## src/include/flash_fetch_pkg.sv

```systemverilog
// Constants and types for the flash fetch front end
package flash_fetch_pkg;

  // =========================================================
  // Sizes
  // =========================================================
  localparam int QUEUE_DEPTH  = 4;   // Queue words
  localparam int GEN_ENTRIES  = 4;   // General branch entries
  localparam int ALL_ENTRIES  = 5;   // General plus vector entry
  localparam int IRQ_ENTRY    = 4;   // Index of vector entry
  localparam int ENTRY_WORDS  = 4;   // Words kept per entry
  localparam int MEM_DEPTH    = 20;  // Entries times words
  localparam int MEM_AW       = 5;   // Store word address width
  localparam int DATA_W       = 32;  // Flash word width

  // =========================================================
  // Rates and address steps
  // =========================================================
  localparam int FLASH_MAX_MHZ = 96; // Highest sustained fetch rate
  localparam int CLK_MHZ       = 25; // System clock of this build
  localparam logic [31:0] WORD_STEP  = 32'h00000004; // One word
  localparam logic [31:0] BURST_SPAN = 32'h00000010; // Four words

  // =========================================================
  // Reset values and limits
  // =========================================================
  localparam logic [2:0]  CNT_RESET  = 3'h0;
  localparam logic [31:0] ADDR_RESET = 32'h00000000;
  localparam logic [2:0]  QUEUE_FULL = 3'h4;
  localparam logic [1:0]  AGE_OLDEST = 2'h3;
  localparam logic [1:0]  LAST_WORD  = 2'h3;

  // =========================================================
  // Types
  // =========================================================
  typedef enum logic {MODE_QUEUE, MODE_STORE} fetch_mode_t;
  typedef enum logic [1:0] {FL_IDLE, FL_PREF, FL_LIT} flash_state_t;

endpackage

```

## src/include/branch_store_if.sv

```systemverilog
// Carrier between the fetch logic and the branch store memory
interface branch_store_if #(
  parameter int AW = 5,
  parameter int DW = 32
);
  logic          wr_en;    // Write one word
  logic [AW-1:0] wr_addr;  // Write word address
  logic [DW-1:0] wr_data;  // Write word
  logic [AW-1:0] rd_addr;  // Read word address
  logic [DW-1:0] rd_data;  // Registered read word

  modport owner (output wr_en, wr_addr, wr_data, rd_addr,
                 input rd_data);
  modport mem   (input wr_en, wr_addr, wr_data, rd_addr,
                 output rd_data);
endinterface

```

## src/logic/branch_store_mem.sv

```systemverilog
// Word memory holding the instructions of the branch target store
module branch_store_mem #(
  parameter int DEPTH = 20,
  parameter int AW    = 5,
  parameter int DW    = 32
)(
  input  wire logic       clk_sys_i,
  input  wire logic       rstn_i,
  branch_store_if.mem     port
);

  logic [DW-1:0] words [DEPTH];  // Stored instruction words
  logic [DW-1:0] next_rd_data;   // Word read this cycle

  // =========================================================
  // Read path
  // =========================================================
  // Selects the addressed word
  always_comb
  begin
    next_rd_data = words[port.rd_addr];
  end

  // Registers the read word
  always_ff @(posedge clk_sys_i or negedge rstn_i)
  begin
    if (!rstn_i)
      port.rd_data <= '0;
    else
      port.rd_data <= next_rd_data;
  end

  // =========================================================
  // Write path
  // =========================================================
  // Array needs no reset; entries carry valid bits
  always_ff @(posedge clk_sys_i)
  begin
    if (port.wr_en)
      words[port.wr_addr] <= port.wr_data;
  end

endmodule

```

## src/logic/flash_prefetch_branch_cache.sv

```systemverilog
// Instruction fetch front end: look-ahead queue and branch store
module flash_prefetch_branch_cache #(
  // Address of the vector-read instruction; value is arbitrary
  parameter logic [31:0] IRQ_VEC_ADDR = 32'h00000040
)(
  input  wire logic        clk_sys_i,
  input  wire logic        rstn_i,
  input  wire logic        fetch_req_i,
  input  wire logic [31:0] fetch_addr_i,
  output logic             fetch_ack_o,
  output logic [31:0]      fetch_data_o,
  input  wire logic        lit_req_i,
  input  wire logic [31:0] lit_addr_i,
  output logic             lit_ack_o,
  output logic [31:0]      lit_data_o,
  output logic             flash_req_o,
  output logic [31:0]      flash_addr_o,
  input  wire logic        flash_ack_i,
  input  wire logic [31:0] flash_data_i
);

  // =========================================================
  // State
  // =========================================================
  flash_fetch_pkg::fetch_mode_t  mode, next_mode;     // Word source
  flash_fetch_pkg::flash_state_t fstate, next_fstate; // Flash use

  logic [31:0] q [4];            // Queue words
  logic [31:0] next_q [4];
  logic [1:0]  rp, next_rp;      // Queue read slot
  logic [1:0]  wp, next_wp;      // Queue write slot
  logic [2:0]  cnt, next_cnt;    // Queue fill
  logic [31:0] head, next_head;  // Address of queue front word
  logic [31:0] pf_addr, next_pf_addr; // Next prefetch address
  logic        drop, next_drop;  // Discard word in flight

  logic [31:0] str_addr, next_str_addr; // Next address from store
  logic [2:0]  str_ent, next_str_ent;   // Entry being replayed
  logic [1:0]  str_idx, next_str_idx;   // Word being replayed

  logic [31:0] tag [5];          // Branch target addresses
  logic [31:0] next_tag [5];
  logic [4:0]  vld, next_vld;    // Entry complete
  logic [1:0]  age [4];          // Recency, 0 newest
  logic [1:0]  next_age [4];

  logic        cap_act, next_cap_act; // Capturing a new entry
  logic [2:0]  cap_ent, next_cap_ent; // Entry being filled
  logic [1:0]  cap_idx, next_cap_idx; // Word being filled

  logic        src_store, next_src_store; // Answer from store
  logic [31:0] qdata, next_qdata;         // Answer from queue
  logic        next_fetch_ack;
  logic        next_lit_ack;
  logic [31:0] next_lit_data;
  logic        next_flash_req;
  logic [31:0] next_flash_addr;

  // =========================================================
  // Lookup
  // =========================================================
  logic [4:0]  hit_vec;    // Per entry match
  logic        hit_any;    // Any match
  logic [2:0]  hit_ent;    // Matching entry
  logic [2:0]  victim;     // Entry to refill on a miss
  logic        touch_en;   // Update recency
  logic [1:0]  touch_ent;  // General entry just taken

  branch_store_if #(
    .AW (flash_fetch_pkg::MEM_AW),
    .DW (flash_fetch_pkg::DATA_W)
  ) store_bus ();

  branch_store_mem #(
    .DEPTH (flash_fetch_pkg::MEM_DEPTH),
    .AW    (flash_fetch_pkg::MEM_AW),
    .DW    (flash_fetch_pkg::DATA_W)
  ) u_store (
    .clk_sys_i (clk_sys_i),
    .rstn_i    (rstn_i),
    .port      (store_bus.mem)
  );

  // Compares every entry at once, vector entry included
  for (genvar e = 0; e < flash_fetch_pkg::ALL_ENTRIES; e++)
  begin : g_cmp
    assign hit_vec[e] = vld[e] && (tag[e] == fetch_addr_i);
  end

  // Recency update of the general entries
  for (genvar i = 0; i < flash_fetch_pkg::GEN_ENTRIES; i++)
  begin : g_age
    assign next_age[i] = !touch_en ? age[i] :
                         (touch_ent == 2'(i)) ? 2'h0 :
                         (age[i] < age[touch_ent]) ? 2'(age[i] + 2'h1) :
                         age[i];
  end

  // Encodes the hit and picks the refill entry
  always_comb
  begin
    hit_any = |hit_vec;
    hit_ent = 3'h0;
    for (int e = 0; e < flash_fetch_pkg::ALL_ENTRIES; e++)
      if (hit_vec[e])
        hit_ent = 3'(e);
    victim = 3'h0;
    for (int i = 0; i < flash_fetch_pkg::GEN_ENTRIES; i++)
      if (age[i] == flash_fetch_pkg::AGE_OLDEST)
        victim = 3'(i);
    for (int i = flash_fetch_pkg::GEN_ENTRIES - 1; i >= 0; i--)
      if (!vld[i])
        victim = 3'(i); // Free entry first
    if (fetch_addr_i == IRQ_VEC_ADDR)
      victim = 3'(flash_fetch_pkg::IRQ_ENTRY);
  end

  // =========================================================
  // Next state
  // =========================================================
  logic [31:0] expect_addr; // Sequential address the core should ask
  logic        take;        // Core request taken this cycle
  logic        push;        // Word enters queue
  logic        pop;         // Word leaves queue
  logic        flush;       // Queue restarts
  logic [31:0] base;        // Restart address
  logic        free;        // Flash can take a request

  always_comb
  begin
    next_mode      = mode;
    next_fstate    = fstate;
    next_q         = q;
    next_rp        = rp;
    next_wp        = wp;
    next_head      = head;
    next_pf_addr   = pf_addr;
    next_drop      = drop;
    next_str_addr  = str_addr;
    next_str_ent   = str_ent;
    next_str_idx   = str_idx;
    next_tag       = tag;
    next_vld       = vld;
    next_cap_act   = cap_act;
    next_cap_ent   = cap_ent;
    next_cap_idx   = cap_idx;
    next_src_store = src_store;
    next_qdata     = qdata;
    next_fetch_ack = 1'b0;
    next_lit_ack   = 1'b0;
    next_lit_data  = lit_data_o;
    next_flash_req = flash_req_o;
    next_flash_addr = flash_addr_o;
    touch_en       = 1'b0;
    touch_ent      = 2'h0;
    push           = 1'b0;
    pop            = 1'b0;
    flush          = 1'b0;
    base           = head;
    store_bus.wr_en   = 1'b0;
    store_bus.wr_addr = {cap_ent, cap_idx};
    store_bus.wr_data = flash_data_i;
    store_bus.rd_addr = {str_ent, str_idx};
    expect_addr = (mode == flash_fetch_pkg::MODE_STORE) ?
                  str_addr : head;
    take = fetch_req_i && !fetch_ack_o;
    free = (fstate == flash_fetch_pkg::FL_IDLE) || flash_ack_i;

    // Flash return: literal goes straight back to the core
    if (flash_ack_i && fstate == flash_fetch_pkg::FL_LIT)
    begin
      next_lit_ack  = 1'b1;
      next_lit_data = flash_data_i;
      next_fstate   = flash_fetch_pkg::FL_IDLE;
    end
    // Flash return: prefetched word enters queue
    if (flash_ack_i && fstate == flash_fetch_pkg::FL_PREF)
    begin
      next_fstate = flash_fetch_pkg::FL_IDLE;
      next_drop   = 1'b0;
      if (!drop)
      begin
        push        = 1'b1;
        next_q[wp]  = flash_data_i;
        next_wp     = 2'(wp + 2'h1);
        if (cap_act)
        begin
          store_bus.wr_en = 1'b1;
          next_cap_idx    = 2'(cap_idx + 2'h1);
          if (cap_idx == flash_fetch_pkg::LAST_WORD)
          begin
            next_vld[cap_ent] = 1'b1;
            next_cap_act      = 1'b0;
          end
        end
      end
    end

    // Core request
    if (take)
    begin
      if (fetch_addr_i == expect_addr)
      begin
        if (mode == flash_fetch_pkg::MODE_STORE)
        begin
          next_fetch_ack = 1'b1;
          next_src_store = 1'b1;
          next_str_addr  = str_addr + flash_fetch_pkg::WORD_STEP;
          next_str_idx   = 2'(str_idx + 2'h1);
          if (str_idx == flash_fetch_pkg::LAST_WORD)
            next_mode = flash_fetch_pkg::MODE_QUEUE;
        end
        else if (cnt != flash_fetch_pkg::CNT_RESET)
        begin
          pop            = 1'b1;
          next_fetch_ack = 1'b1;
          next_src_store = 1'b0;
          next_qdata     = q[rp];
          next_rp        = 2'(rp + 2'h1);
          next_head      = head + flash_fetch_pkg::WORD_STEP;
        end
        // Else the core waits for the queue
      end
      else if (hit_any)
      begin
        // Jump found in the store: answer now
        store_bus.rd_addr = {hit_ent, 2'h0};
        next_fetch_ack = 1'b1;
        next_src_store = 1'b1;
        next_mode      = flash_fetch_pkg::MODE_STORE;
        next_str_ent   = hit_ent;
        next_str_idx   = 2'h1;
        next_str_addr  = fetch_addr_i + flash_fetch_pkg::WORD_STEP;
        flush          = 1'b1;
        base           = fetch_addr_i + flash_fetch_pkg::BURST_SPAN;
        next_cap_act   = 1'b0;
        touch_en  = (hit_ent != 3'(flash_fetch_pkg::IRQ_ENTRY));
        touch_ent = hit_ent[1:0];
      end
      else
      begin
        // Jump missed: refill and learn the target
        next_mode         = flash_fetch_pkg::MODE_QUEUE;
        flush             = 1'b1;
        base              = fetch_addr_i;
        next_cap_act      = 1'b1;
        next_cap_ent      = victim;
        next_cap_idx      = 2'h0;
        next_vld[victim]  = 1'b0;
        next_tag[victim]  = fetch_addr_i;
        touch_en  = (victim != 3'(flash_fetch_pkg::IRQ_ENTRY));
        touch_ent = victim[1:0];
      end
    end

    // Queue fill count
    next_cnt = 3'(cnt + {2'h0, push} - {2'h0, pop});
    if (flush)
    begin
      next_cnt     = flash_fetch_pkg::CNT_RESET;
      next_rp      = 2'h0;
      next_wp      = 2'h0;
      next_head    = base;
      next_pf_addr = base;
      next_drop    = (fstate == flash_fetch_pkg::FL_PREF) &&
                     !flash_ack_i;
    end

    // New flash request; literals first, queue in idle cycles
    if (free)
    begin
      next_flash_req = 1'b0;
      if (lit_req_i && !lit_ack_o &&
          fstate != flash_fetch_pkg::FL_LIT)
      begin
        next_fstate     = flash_fetch_pkg::FL_LIT;
        next_flash_req  = 1'b1;
        next_flash_addr = lit_addr_i;
      end
      else if (next_cnt < flash_fetch_pkg::QUEUE_FULL)
      begin
        next_fstate     = flash_fetch_pkg::FL_PREF;
        next_flash_req  = 1'b1;
        next_flash_addr = next_pf_addr;
        next_pf_addr    = next_pf_addr + flash_fetch_pkg::WORD_STEP;
      end
    end
  end

  // =========================================================
  // Registers
  // =========================================================
  // Holds all fetch state; entries start invalid
  always_ff @(posedge clk_sys_i or negedge rstn_i)
  begin
    if (!rstn_i)
    begin
      mode      <= flash_fetch_pkg::MODE_QUEUE;
      fstate    <= flash_fetch_pkg::FL_IDLE;
      for (int i = 0; i < flash_fetch_pkg::QUEUE_DEPTH; i++)
        q[i] <= '0;
      rp        <= 2'h0;
      wp        <= 2'h0;
      cnt       <= flash_fetch_pkg::CNT_RESET;
      head      <= flash_fetch_pkg::ADDR_RESET;
      pf_addr   <= flash_fetch_pkg::ADDR_RESET;
      drop      <= 1'b0;
      str_addr  <= flash_fetch_pkg::ADDR_RESET;
      str_ent   <= 3'h0;
      str_idx   <= 2'h0;
      for (int e = 0; e < flash_fetch_pkg::ALL_ENTRIES; e++)
        tag[e] <= flash_fetch_pkg::ADDR_RESET;
      vld       <= 5'h00;
      for (int i = 0; i < flash_fetch_pkg::GEN_ENTRIES; i++)
        age[i] <= 2'(i);
      cap_act   <= 1'b0;
      cap_ent   <= 3'h0;
      cap_idx   <= 2'h0;
      src_store <= 1'b0;
      qdata     <= '0;
      fetch_ack_o  <= 1'b0;
      lit_ack_o    <= 1'b0;
      lit_data_o   <= '0;
      flash_req_o  <= 1'b0;
      flash_addr_o <= flash_fetch_pkg::ADDR_RESET;
    end
    else
    begin
      mode      <= next_mode;
      fstate    <= next_fstate;
      q         <= next_q;
      rp        <= next_rp;
      wp        <= next_wp;
      cnt       <= next_cnt;
      head      <= next_head;
      pf_addr   <= next_pf_addr;
      drop      <= next_drop;
      str_addr  <= next_str_addr;
      str_ent   <= next_str_ent;
      str_idx   <= next_str_idx;
      tag       <= next_tag;
      vld       <= next_vld;
      age       <= next_age;
      cap_act   <= next_cap_act;
      cap_ent   <= next_cap_ent;
      cap_idx   <= next_cap_idx;
      src_store <= next_src_store;
      qdata     <= next_qdata;
      fetch_ack_o  <= next_fetch_ack;
      lit_ack_o    <= next_lit_ack;
      lit_data_o   <= next_lit_data;
      flash_req_o  <= next_flash_req;
      flash_addr_o <= next_flash_addr;
    end
  end

  // Answer word: both sources are registers
  assign fetch_data_o = src_store ? store_bus.rd_data : qdata;

endmodule

```

## config.mk

```make
export PLATFORM = sky130hd
export DESIGN_NAME = flash_prefetch_branch_cache
export DESIGN_NICKNAME = d
export VERILOG_FILES = /design/src/include/flash_fetch_pkg.sv /design/src/include/branch_store_if.sv /design/src/logic/branch_store_mem.sv /design/src/logic/flash_prefetch_branch_cache.sv
export SDC_FILE = /design/constraint.sdc
export NUM_CORES = 2
export LEC_CHECK = 0
export ABC_AREA = 1
export BUFFER_PORTS_ARGS = -buffer_cell sky130_fd_sc_hd__buf_2
export CORE_ASPECT_RATIO = 0.75
export CORE_MARGIN = 2
export CORE_UTILIZATION = 35
export CTS_CLUSTER_DIAMETER = 150
export DETAILED_ROUTE_END_ITERATION = 12
export GPL_TIMING_DRIVEN = 0
export PLACE_DENSITY = 0.56
export SETUP_SLACK_MARGIN = 0.15
export SLEW_MARGIN = 15
export SYNTH_ARGS = -nofsm -noshare
export SYNTH_HDL_FRONTEND = slang
export SYNTH_HIERARCHICAL = 1
export SYNTH_SLANG_ARGS = --single-unit
```

## constraint.sdc

```tcl
create_clock -name clk_sys_i -period 7.2 [get_ports clk_sys_i]
set_input_delay 1.08 -clock clk_sys_i [delete_from_list [all_inputs] [get_ports clk_sys_i]]
set_output_delay 1.08 -clock clk_sys_i [all_outputs]
set_load 0.01 [all_outputs]
```

### Word-level counts from Yosys, hierarchy flattened

Memories as Yosys holds them, arrays and structs flattened. A register that Yosys moved wholly into a read port is not among the register bits.
Index checks and enable logic that the tools add are counted.

* $add $sub $neg: 15
* magnitude comparators: 15
* eq/ne operators: 24
* mux-type cells: 130
* bitwise operators: 11
* reduce and logical (&&, ||, !) cells: 47

Operators by type and width (count)
* 32-bit 2-to-1 mux: 23
* 32-bit equality test: 6
* 160-bit bitwise mux: 1
* 32-bit by 3-bit adder with 32-bit output (second input constant): 4
* 128-bit bitwise mux: 1
* 32-bit demux with 3-bit select: 1
* 2-bit 2-to-1 mux: 37
* 32-bit binary-select mux with 2-bit select: 1
* 32-bit demux with 2-bit select: 1
* 5-bit 2-to-1 mux: 10
* 1-bit 2-to-1 mux: 43
* 32-bit by 5-bit adder with 32-bit output (second input constant): 1
* 32-bit by 7-bit equality test with 1-bit output (second input constant): 1
* 3-bit 2-to-1 mux: 9
* 2-bit nonzero test: 10
* 2-bit by 1-bit adder with 2-bit output (second input constant): 8
* 2-bit equality test (second input constant): 8
* 1-bit logical AND: 15
* 2-bit AND reduction: 7
* 3-bit AND reduction: 4
* 3-bit >= comparator (second input constant): 3
* 2-bit NOT with 3-bit output: 3
* 2-bit < comparator: 4
* 3-bit by 4-bit < comparator with 1-bit output (second input constant): 2
* 25 further kinds: 39

* register bits after elaboration: 519
* RAM bits: 640
* input port bits: 101
* output and inout port bits: 99
* word-level logic and storage cells: 278
* memories kept: 1

Memory list
* u_store.words: depth 20, bits a word 32, rd ports 1, clocked after memory_dff 1, write ports 1, RTL line branch_store_mem.sv:12 `logic [DW-1:0] words [DEPTH];`

### Logic depth before layout (Yosys ltp)

* depth in word-level cells: 19
* mapped depth: 35
* depth with buffers taken out: 30

### Hierarchy

The synthesis kept the hierarchy.

Modules (own cells, without submodules)
* flash_prefetch_branch_cache: instances 1, cells an instance 4450, area an instance 30645.6 sq um, sequential area each 12992.5 sq um
* branch_store_mem: instances 1, cells an instance 2156, area an instance 26751.9 sq um, sequential area each 20019.2 sq um

### Least setup slack after synthesis

Ideal clock, no wire load.

* path kind: input-to-reg
* from: input port fetch_addr_i[24]
* to: register pf_addr[23]
* setup time: 0.118 ns
* arrival time: 4.933 ns
* setup slack: 2.149 ns
* cell stages on the path: 31
* path buffers: 5
* cell sequence: buf_2 -> inv_1 -> buf_2 -> nand3_1 -> nand2_1 -> nand3_1 -> nor2_1 -> nand2_1 -> nor2_2 -> nand2_4 -> buf_6 -> buf_2 -> buf_2 -> nor2_1 -> ha_1 -> inv_1 -> ha_1 -> fa_1 -> xor2_1 -> nand2_1 -> inv_2 -> nor2_1 -> inv_1 -> nor2_2 -> nand3_2 -> nor2_4 -> nand3_4 -> nor2_4 -> nand2_1 -> xor2_1 -> inv_1

* elaborated cells between the ends (all ways): 27
* classes of those cells: add/sub: 2; order compare: 1; eq/ne: 6; mux: 12; reduce/logical: 6

RTL lines
* start, declared: RTL line flash_prefetch_branch_cache.sv:9 `input wire logic [31:0] fetch_addr_i,`
* 32-bit equality test *: RTL line flash_prefetch_branch_cache.sv:202 `if (fetch_addr_i == expect_addr)`
* 1-bit 2-to-1 mux: RTL line flash_prefetch_branch_cache.sv:202
* 1-bit 2-to-1 mux: RTL line flash_prefetch_branch_cache.sv:200 `if (take)`
* 3-bit by 1-bit subtractor with 3-bit output: RTL line flash_prefetch_branch_cache.sv:257 `next_cnt = 3'(cnt + {2'h0, push} - {2'h0, pop});`
* 3-bit 2-to-1 mux *: RTL line flash_prefetch_branch_cache.sv:258 `if (flush)`
* via next_cnt[2]: RTL line flash_prefetch_branch_cache.sv:32 `logic [2:0] cnt, next_cnt;`
* 3-bit < comparator *: RTL line flash_prefetch_branch_cache.sv:280 `else if (next_cnt < flash_fetch_pkg::QUEUE_FULL)`
* 32-bit 2-to-1 mux *: RTL line flash_prefetch_branch_cache.sv:280
* 32-bit 2-to-1 mux *: RTL line flash_prefetch_branch_cache.sv:273 `if (lit_req_i && !lit_ack_o &&`
* 32-bit 2-to-1 mux *: RTL line flash_prefetch_branch_cache.sv:270 `if (free)`
* via next_pf_addr[23]: RTL line flash_prefetch_branch_cache.sv:34 `logic [31:0] pf_addr, next_pf_addr;`
* end signal, assigned: RTL line flash_prefetch_branch_cache.sv:306 `pf_addr <= flash_fetch_pkg::ADDR_RESET;`
* end signal, assigned: RTL line flash_prefetch_branch_cache.sv:336 `pf_addr <= next_pf_addr;`
* end, declared: RTL line flash_prefetch_branch_cache.sv:34

Mark *: on every way through the listed nets, which the timed path passes. The rest lies on a longest branch.
A chain may end at the register's enable or synchronous reset.

### Final worst setup path

* from: input port fetch_addr_i[8]
* to: register flash_addr_o[2]

* elaborated cells between the ends (all ways): 27
* classes of those cells: add/sub: 1; order compare: 1; eq/ne: 6; mux: 11; reduce/logical: 8

RTL lines
* 32-bit equality test *: RTL line flash_prefetch_branch_cache.sv:202
* 1-bit 2-to-1 mux: RTL line flash_prefetch_branch_cache.sv:202
* 1-bit 2-to-1 mux: RTL line flash_prefetch_branch_cache.sv:200
* 3-bit by 1-bit subtractor with 3-bit output: RTL line flash_prefetch_branch_cache.sv:257
* 3-bit 2-to-1 mux *: RTL line flash_prefetch_branch_cache.sv:258
* via next_cnt[2]: RTL line flash_prefetch_branch_cache.sv:32
* 3-bit < comparator *: RTL line flash_prefetch_branch_cache.sv:280
* 2-bit nonzero test (no source line) *
* 2-bit AND reduction (no source line) *
* end signal, assigned: RTL line flash_prefetch_branch_cache.sv:325 `flash_addr_o <= flash_fetch_pkg::ADDR_RESET;`
* end signal, assigned: RTL line flash_prefetch_branch_cache.sv:353 `flash_addr_o <= next_flash_addr;`
* end, declared: RTL line flash_prefetch_branch_cache.sv:17 `output logic [31:0] flash_addr_o,`

Mark *: on every way through the listed nets, which the timed path passes. The rest lies on a longest branch. The select of a mux whose other input is x is not followed.

==> run summary <==
YOSYS
----------------------------------------------------------------------------------------
Mean post-synth cell area                                                       8.69 um2
Count of flip-flops with a built-in enable after synthesis                           640
Post-synthesis async set-or-reset flop share                                       0.463
Sequential area share after synthesis                                              0.575
Post-Synthesis Cells                                                                6606
Synthesized area                                                               57400 um2
Primary flip-flop cell chosen by synthesis mapping                              edfxtp_1
Synth warn                                                                             6
Register bit total from synthesis                                                   1191
Synth top area cells                                                        edfxtp_1, dfrtp_1, nand2_1
Distinct cell type count after synthesis                                              58
Portion of synthesized cell area occupied by the leading cell type                 0.335
Largest area contributor in the netlist                                         edfxtp_1
Synth Net Count                                                                     6728

CLOCK NETWORK
----------------------------------------------------------------------------------------
CTS clock-pin slew for the worst setup and hold paths                              60 ps
Number of buffers created by CTS                                                     130
Clock tree buffer depth                                                                3
Library cell used as clock root buffer                                         clkbuf_16
Worst skew pair latency                                                           800 ps
Setup repair bufs after CTS                                                            0
CTS sink count                                                                      1191
Depth of the CTS H-tree                                                                4
Total of hold buffers inserted after clock tree synthesis                              0
CTS tree                                                                             yes

FINAL LAYOUT
----------------------------------------------------------------------------------------
Area overhead of the layout relative to synthesis                                  15.5%
Fraction of layout cells with a size suffix above 1                               0.0998
Most frequent standard cell in the layout excluding fill and tap cells           nand2_1
Final Net Count                                                                     7071
Filler Cell Count                                                                  16100
Area of all placed cells without fillers                                       66300 um2
Most frequent cells in the layout                                           nand2_1, edfxtp_1, nand3_1

STA
----------------------------------------------------------------------------------------
Final worst path period share                                                      0.948
Number of pins with negative max-slew slack in the final report                        0
Min Tclk post-route                                                              6820 ps
Final setup fails                                                                      0
Setup clock skew after layout                                                    74.5 ps
Final hold violation count                                                             0
Unrepaired setup endpoints after global routing                                    false
Highest attainable clock frequency                                               147 MHz
Max-slew headroom at the worst pin                                                 0.220
Worst slew pin tran                                                              1170 ps

DETAILED ROUTING
----------------------------------------------------------------------------------------
ANT nets after route                                                                   0
Detailed Route Iter0 Violations                                                     6013
Avg Vias per Cell                                                                   5.34
Total Routed Length                                                            217000 um
Total vias in the final route                                                      49200
Number of search-and-repair iterations in the first detailed-routing pass              6
Routed len/inst                                                                  23.6 um
Remaining routing DRC violations                                                       0

DIE
----------------------------------------------------------------------------------------
DIE AREA                                                                      167000 um2
Die extent in y                                                                   355 um
Placeable core region                                                         163000 um2
Initial core utilization                                                           0.353
Horizontal extent of the die                                                      472 um
Count of standard-cell rows                                                          128
IO Count                                                                             200

GLOBAL ROUTING
----------------------------------------------------------------------------------------
Largest net degree at the start of global routing                                    101
Wire length of the first global-routing pass                                   314000 um
Via count of the first global-routing pass                                         45400
Final global-route overflow total                                                      0
Number of antenna violations at the first check in global routing                     13
GRT Resource Usage Total                                                           0.255

FLOW RUN
----------------------------------------------------------------------------------------
Number of max-cap violations                                                           0

PLACE
----------------------------------------------------------------------------------------
Weighted congestion at the end of routability-driven global placement              0.967
IO buf count                                                                         183
Half-perimeter wire length after placement                                     156000 um
Post-Place Cell Area                                                           61800 um2

WORST SETUP PATH
----------------------------------------------------------------------------------------
Crit path arrival time                                                           7410 ps
Critical Path End Type                                                         flip-flop
Nature of the critical path startpoint                                        input port
Worst-path maximum fanout                                                             10
Reg2reg path depth                                                                    18
Required time of the critical path                                               7780 ps
Crit Path Category                                                          input port to flip-flop

PWR
----------------------------------------------------------------------------------------
PnR Total Power                                                                  17.6 mW
Standby leakage power                                                            28.4 nW
Maximum resistive drop on vdd                                                   0.211 mV
Pwr dens                                                                      265 nW/um2

OUTCOME
----------------------------------------------------------------------------------------
Outcome                                                                     finished clean

WORST HOLD PATH
----------------------------------------------------------------------------------------
Worst hold path type                                                        input port to asynchronous set/reset pin

-- critical path: stages --
cell and delay [ps]:
buf_2 140, inv_1 320, clkbuf_1 730, nand2_1 110, nand2_1 90, nand2_1 50, nor2_1 110, nand2_1 160
nor2_2 200, nand2_4 170, buf_6 200, buf_2 200, buf_2 210, nor2_1 530, ha_1 240, inv_1 40
ha_1 190, fa_1 410, xor2_1 310, nand2_1 180, inv_2 170, nor2_1 70, nor2_1 520, inv_1 260
clkbuf_1 380, nor2_1 220, a31oi_1 60
-- what timing repair did --
action | in CTS | in global routing
endpoints found under the setup margin | 0 | 20
hold endpoints to repair | 0 | 0
gates resized for setup | 0 | 3
-- cells in the mapped netlist, types with 67 or more instances --
master / n
a21oi_1: 91
buf_2: 92
nor2_1: 498
clkbuf_1: 136
o22ai_1: 67
dfrtp_1: 547
nand3_1: 596
inv_1: 479
nand2_1: 2263
o21ai_0: 570
edfxtp_1: 640
nand4_1: 93
-- flip-flops by register name, summed over array words and instances (netlist names), 2 cells and up --
name	count
cap_ent	3
head	32
cnt	3
qdata	32
cap_idx	2
pf_addr	32
wp	2
u_store/port.rd_data	32
lit_data_o	32
q	128
flash_addr_o	32
vld	5
u_store/words	640
rp	2
str_idx	2
fstate	2
str_addr	32
tag	160
str_ent	3
age	8
-- worst paths after layout --
| kind | startpoint | endpoint | slack [ps] |
|---|---|---|---|
| setup / recovery | fetch_addr_i[8] | flash_addr_o[2]$_DFFE_PN0P_ | 380 |
| hold / removal | rstn_i | tag[137]$_DFFE_PN0P_ | 180 |
| setup reg to reg | fetch_ack_o$_DFF_PN0_ | flash_addr_o[2]$_DFFE_PN0P_ | 560 |
| hold reg to reg | str_ent[0]$_DFFE_PN0P_ | str_ent[0]$_DFFE_PN0P_ | 470 |
| max in group asynchronous | rstn_i | q[15]$_DFFE_PN0P_ | 5100 |
| min in group clk_sys_i | str_ent[0]$_DFFE_PN0P_ | str_ent[0]$_DFFE_PN0P_ | 470 |
-- cell type report --
class	count	area, um2	share of cell area
plain buffers	341	2020	0.0305
flip-flops and latches	1191	33000	0.498
clock inverters	64	852	0.0129
well taps	2145	2680	0.0405
inverters	513	1940	0.0292
clock buffers	175	3600	0.0544
repair buffers	211	1580	0.0239
multi-input cells	4561	20600	0.311
diodes	1	2.50	0.0000378
-- stage by stage --
| stage | utilization | hold slack, ps | worst slack (ps) | setup TNS (ps) | std cells |
|---|---|---|---|---|---|
| 2_1_floorplan | - | 437 | 2150 | 0 | 6606 |
| 3_3_place_gp | 0.375 | 450 | -7400 | -3913360 | 8934 |
| 3_5_place_dp | 0.380 | 454 | -489 | -12170 | 8962 |
| 4_1_cts | 0.408 | 139 | 212 | 0 | 9201 |
| 5_1_grt | 0.408 | 153 | 196 | 0 | 9201 |
| 6_report | 0.408 | 181 | 376 | 0 | 9202 |
-- kinds of logic (layout without fill, tap and decap cells) --
logic type	Yosys count	in the layout	share of synthesized area
AO/OA/AOI/OAI	847	847	0.0780
AND/OR/NAND/NOR	3600	3600	0.259
other	0	1	0
buffers and inverters	854	1304	0.0689
adder cells (fa/ha/maj)	21	21	0.00471
flip-flops	1191	1191	0.575
XOR/XNOR	93	93	0.0142
-- power breakdown --
group	switching [mW]	internal (mW)	total, mW
Sequential	0.325	7.76	8.09
Clock	3.01	3.98	6.99
Combinational	1.74	0.780	2.52
Total	5.08	12.5	17.6
-- layer usage --
metal | share of wire | vias up | global-route usage
met1 | 0.46 | 24100 | 0.379
met5 | 0.00036 | - | 0
met3 | 0.092 | 354 | 0.0511
li1 | - | 22400 | -
met4 | 0.027 | 12 | 0.0698
met2 | 0.42 | 2280 | 0.374
Power figures use the tool's default switching activity.
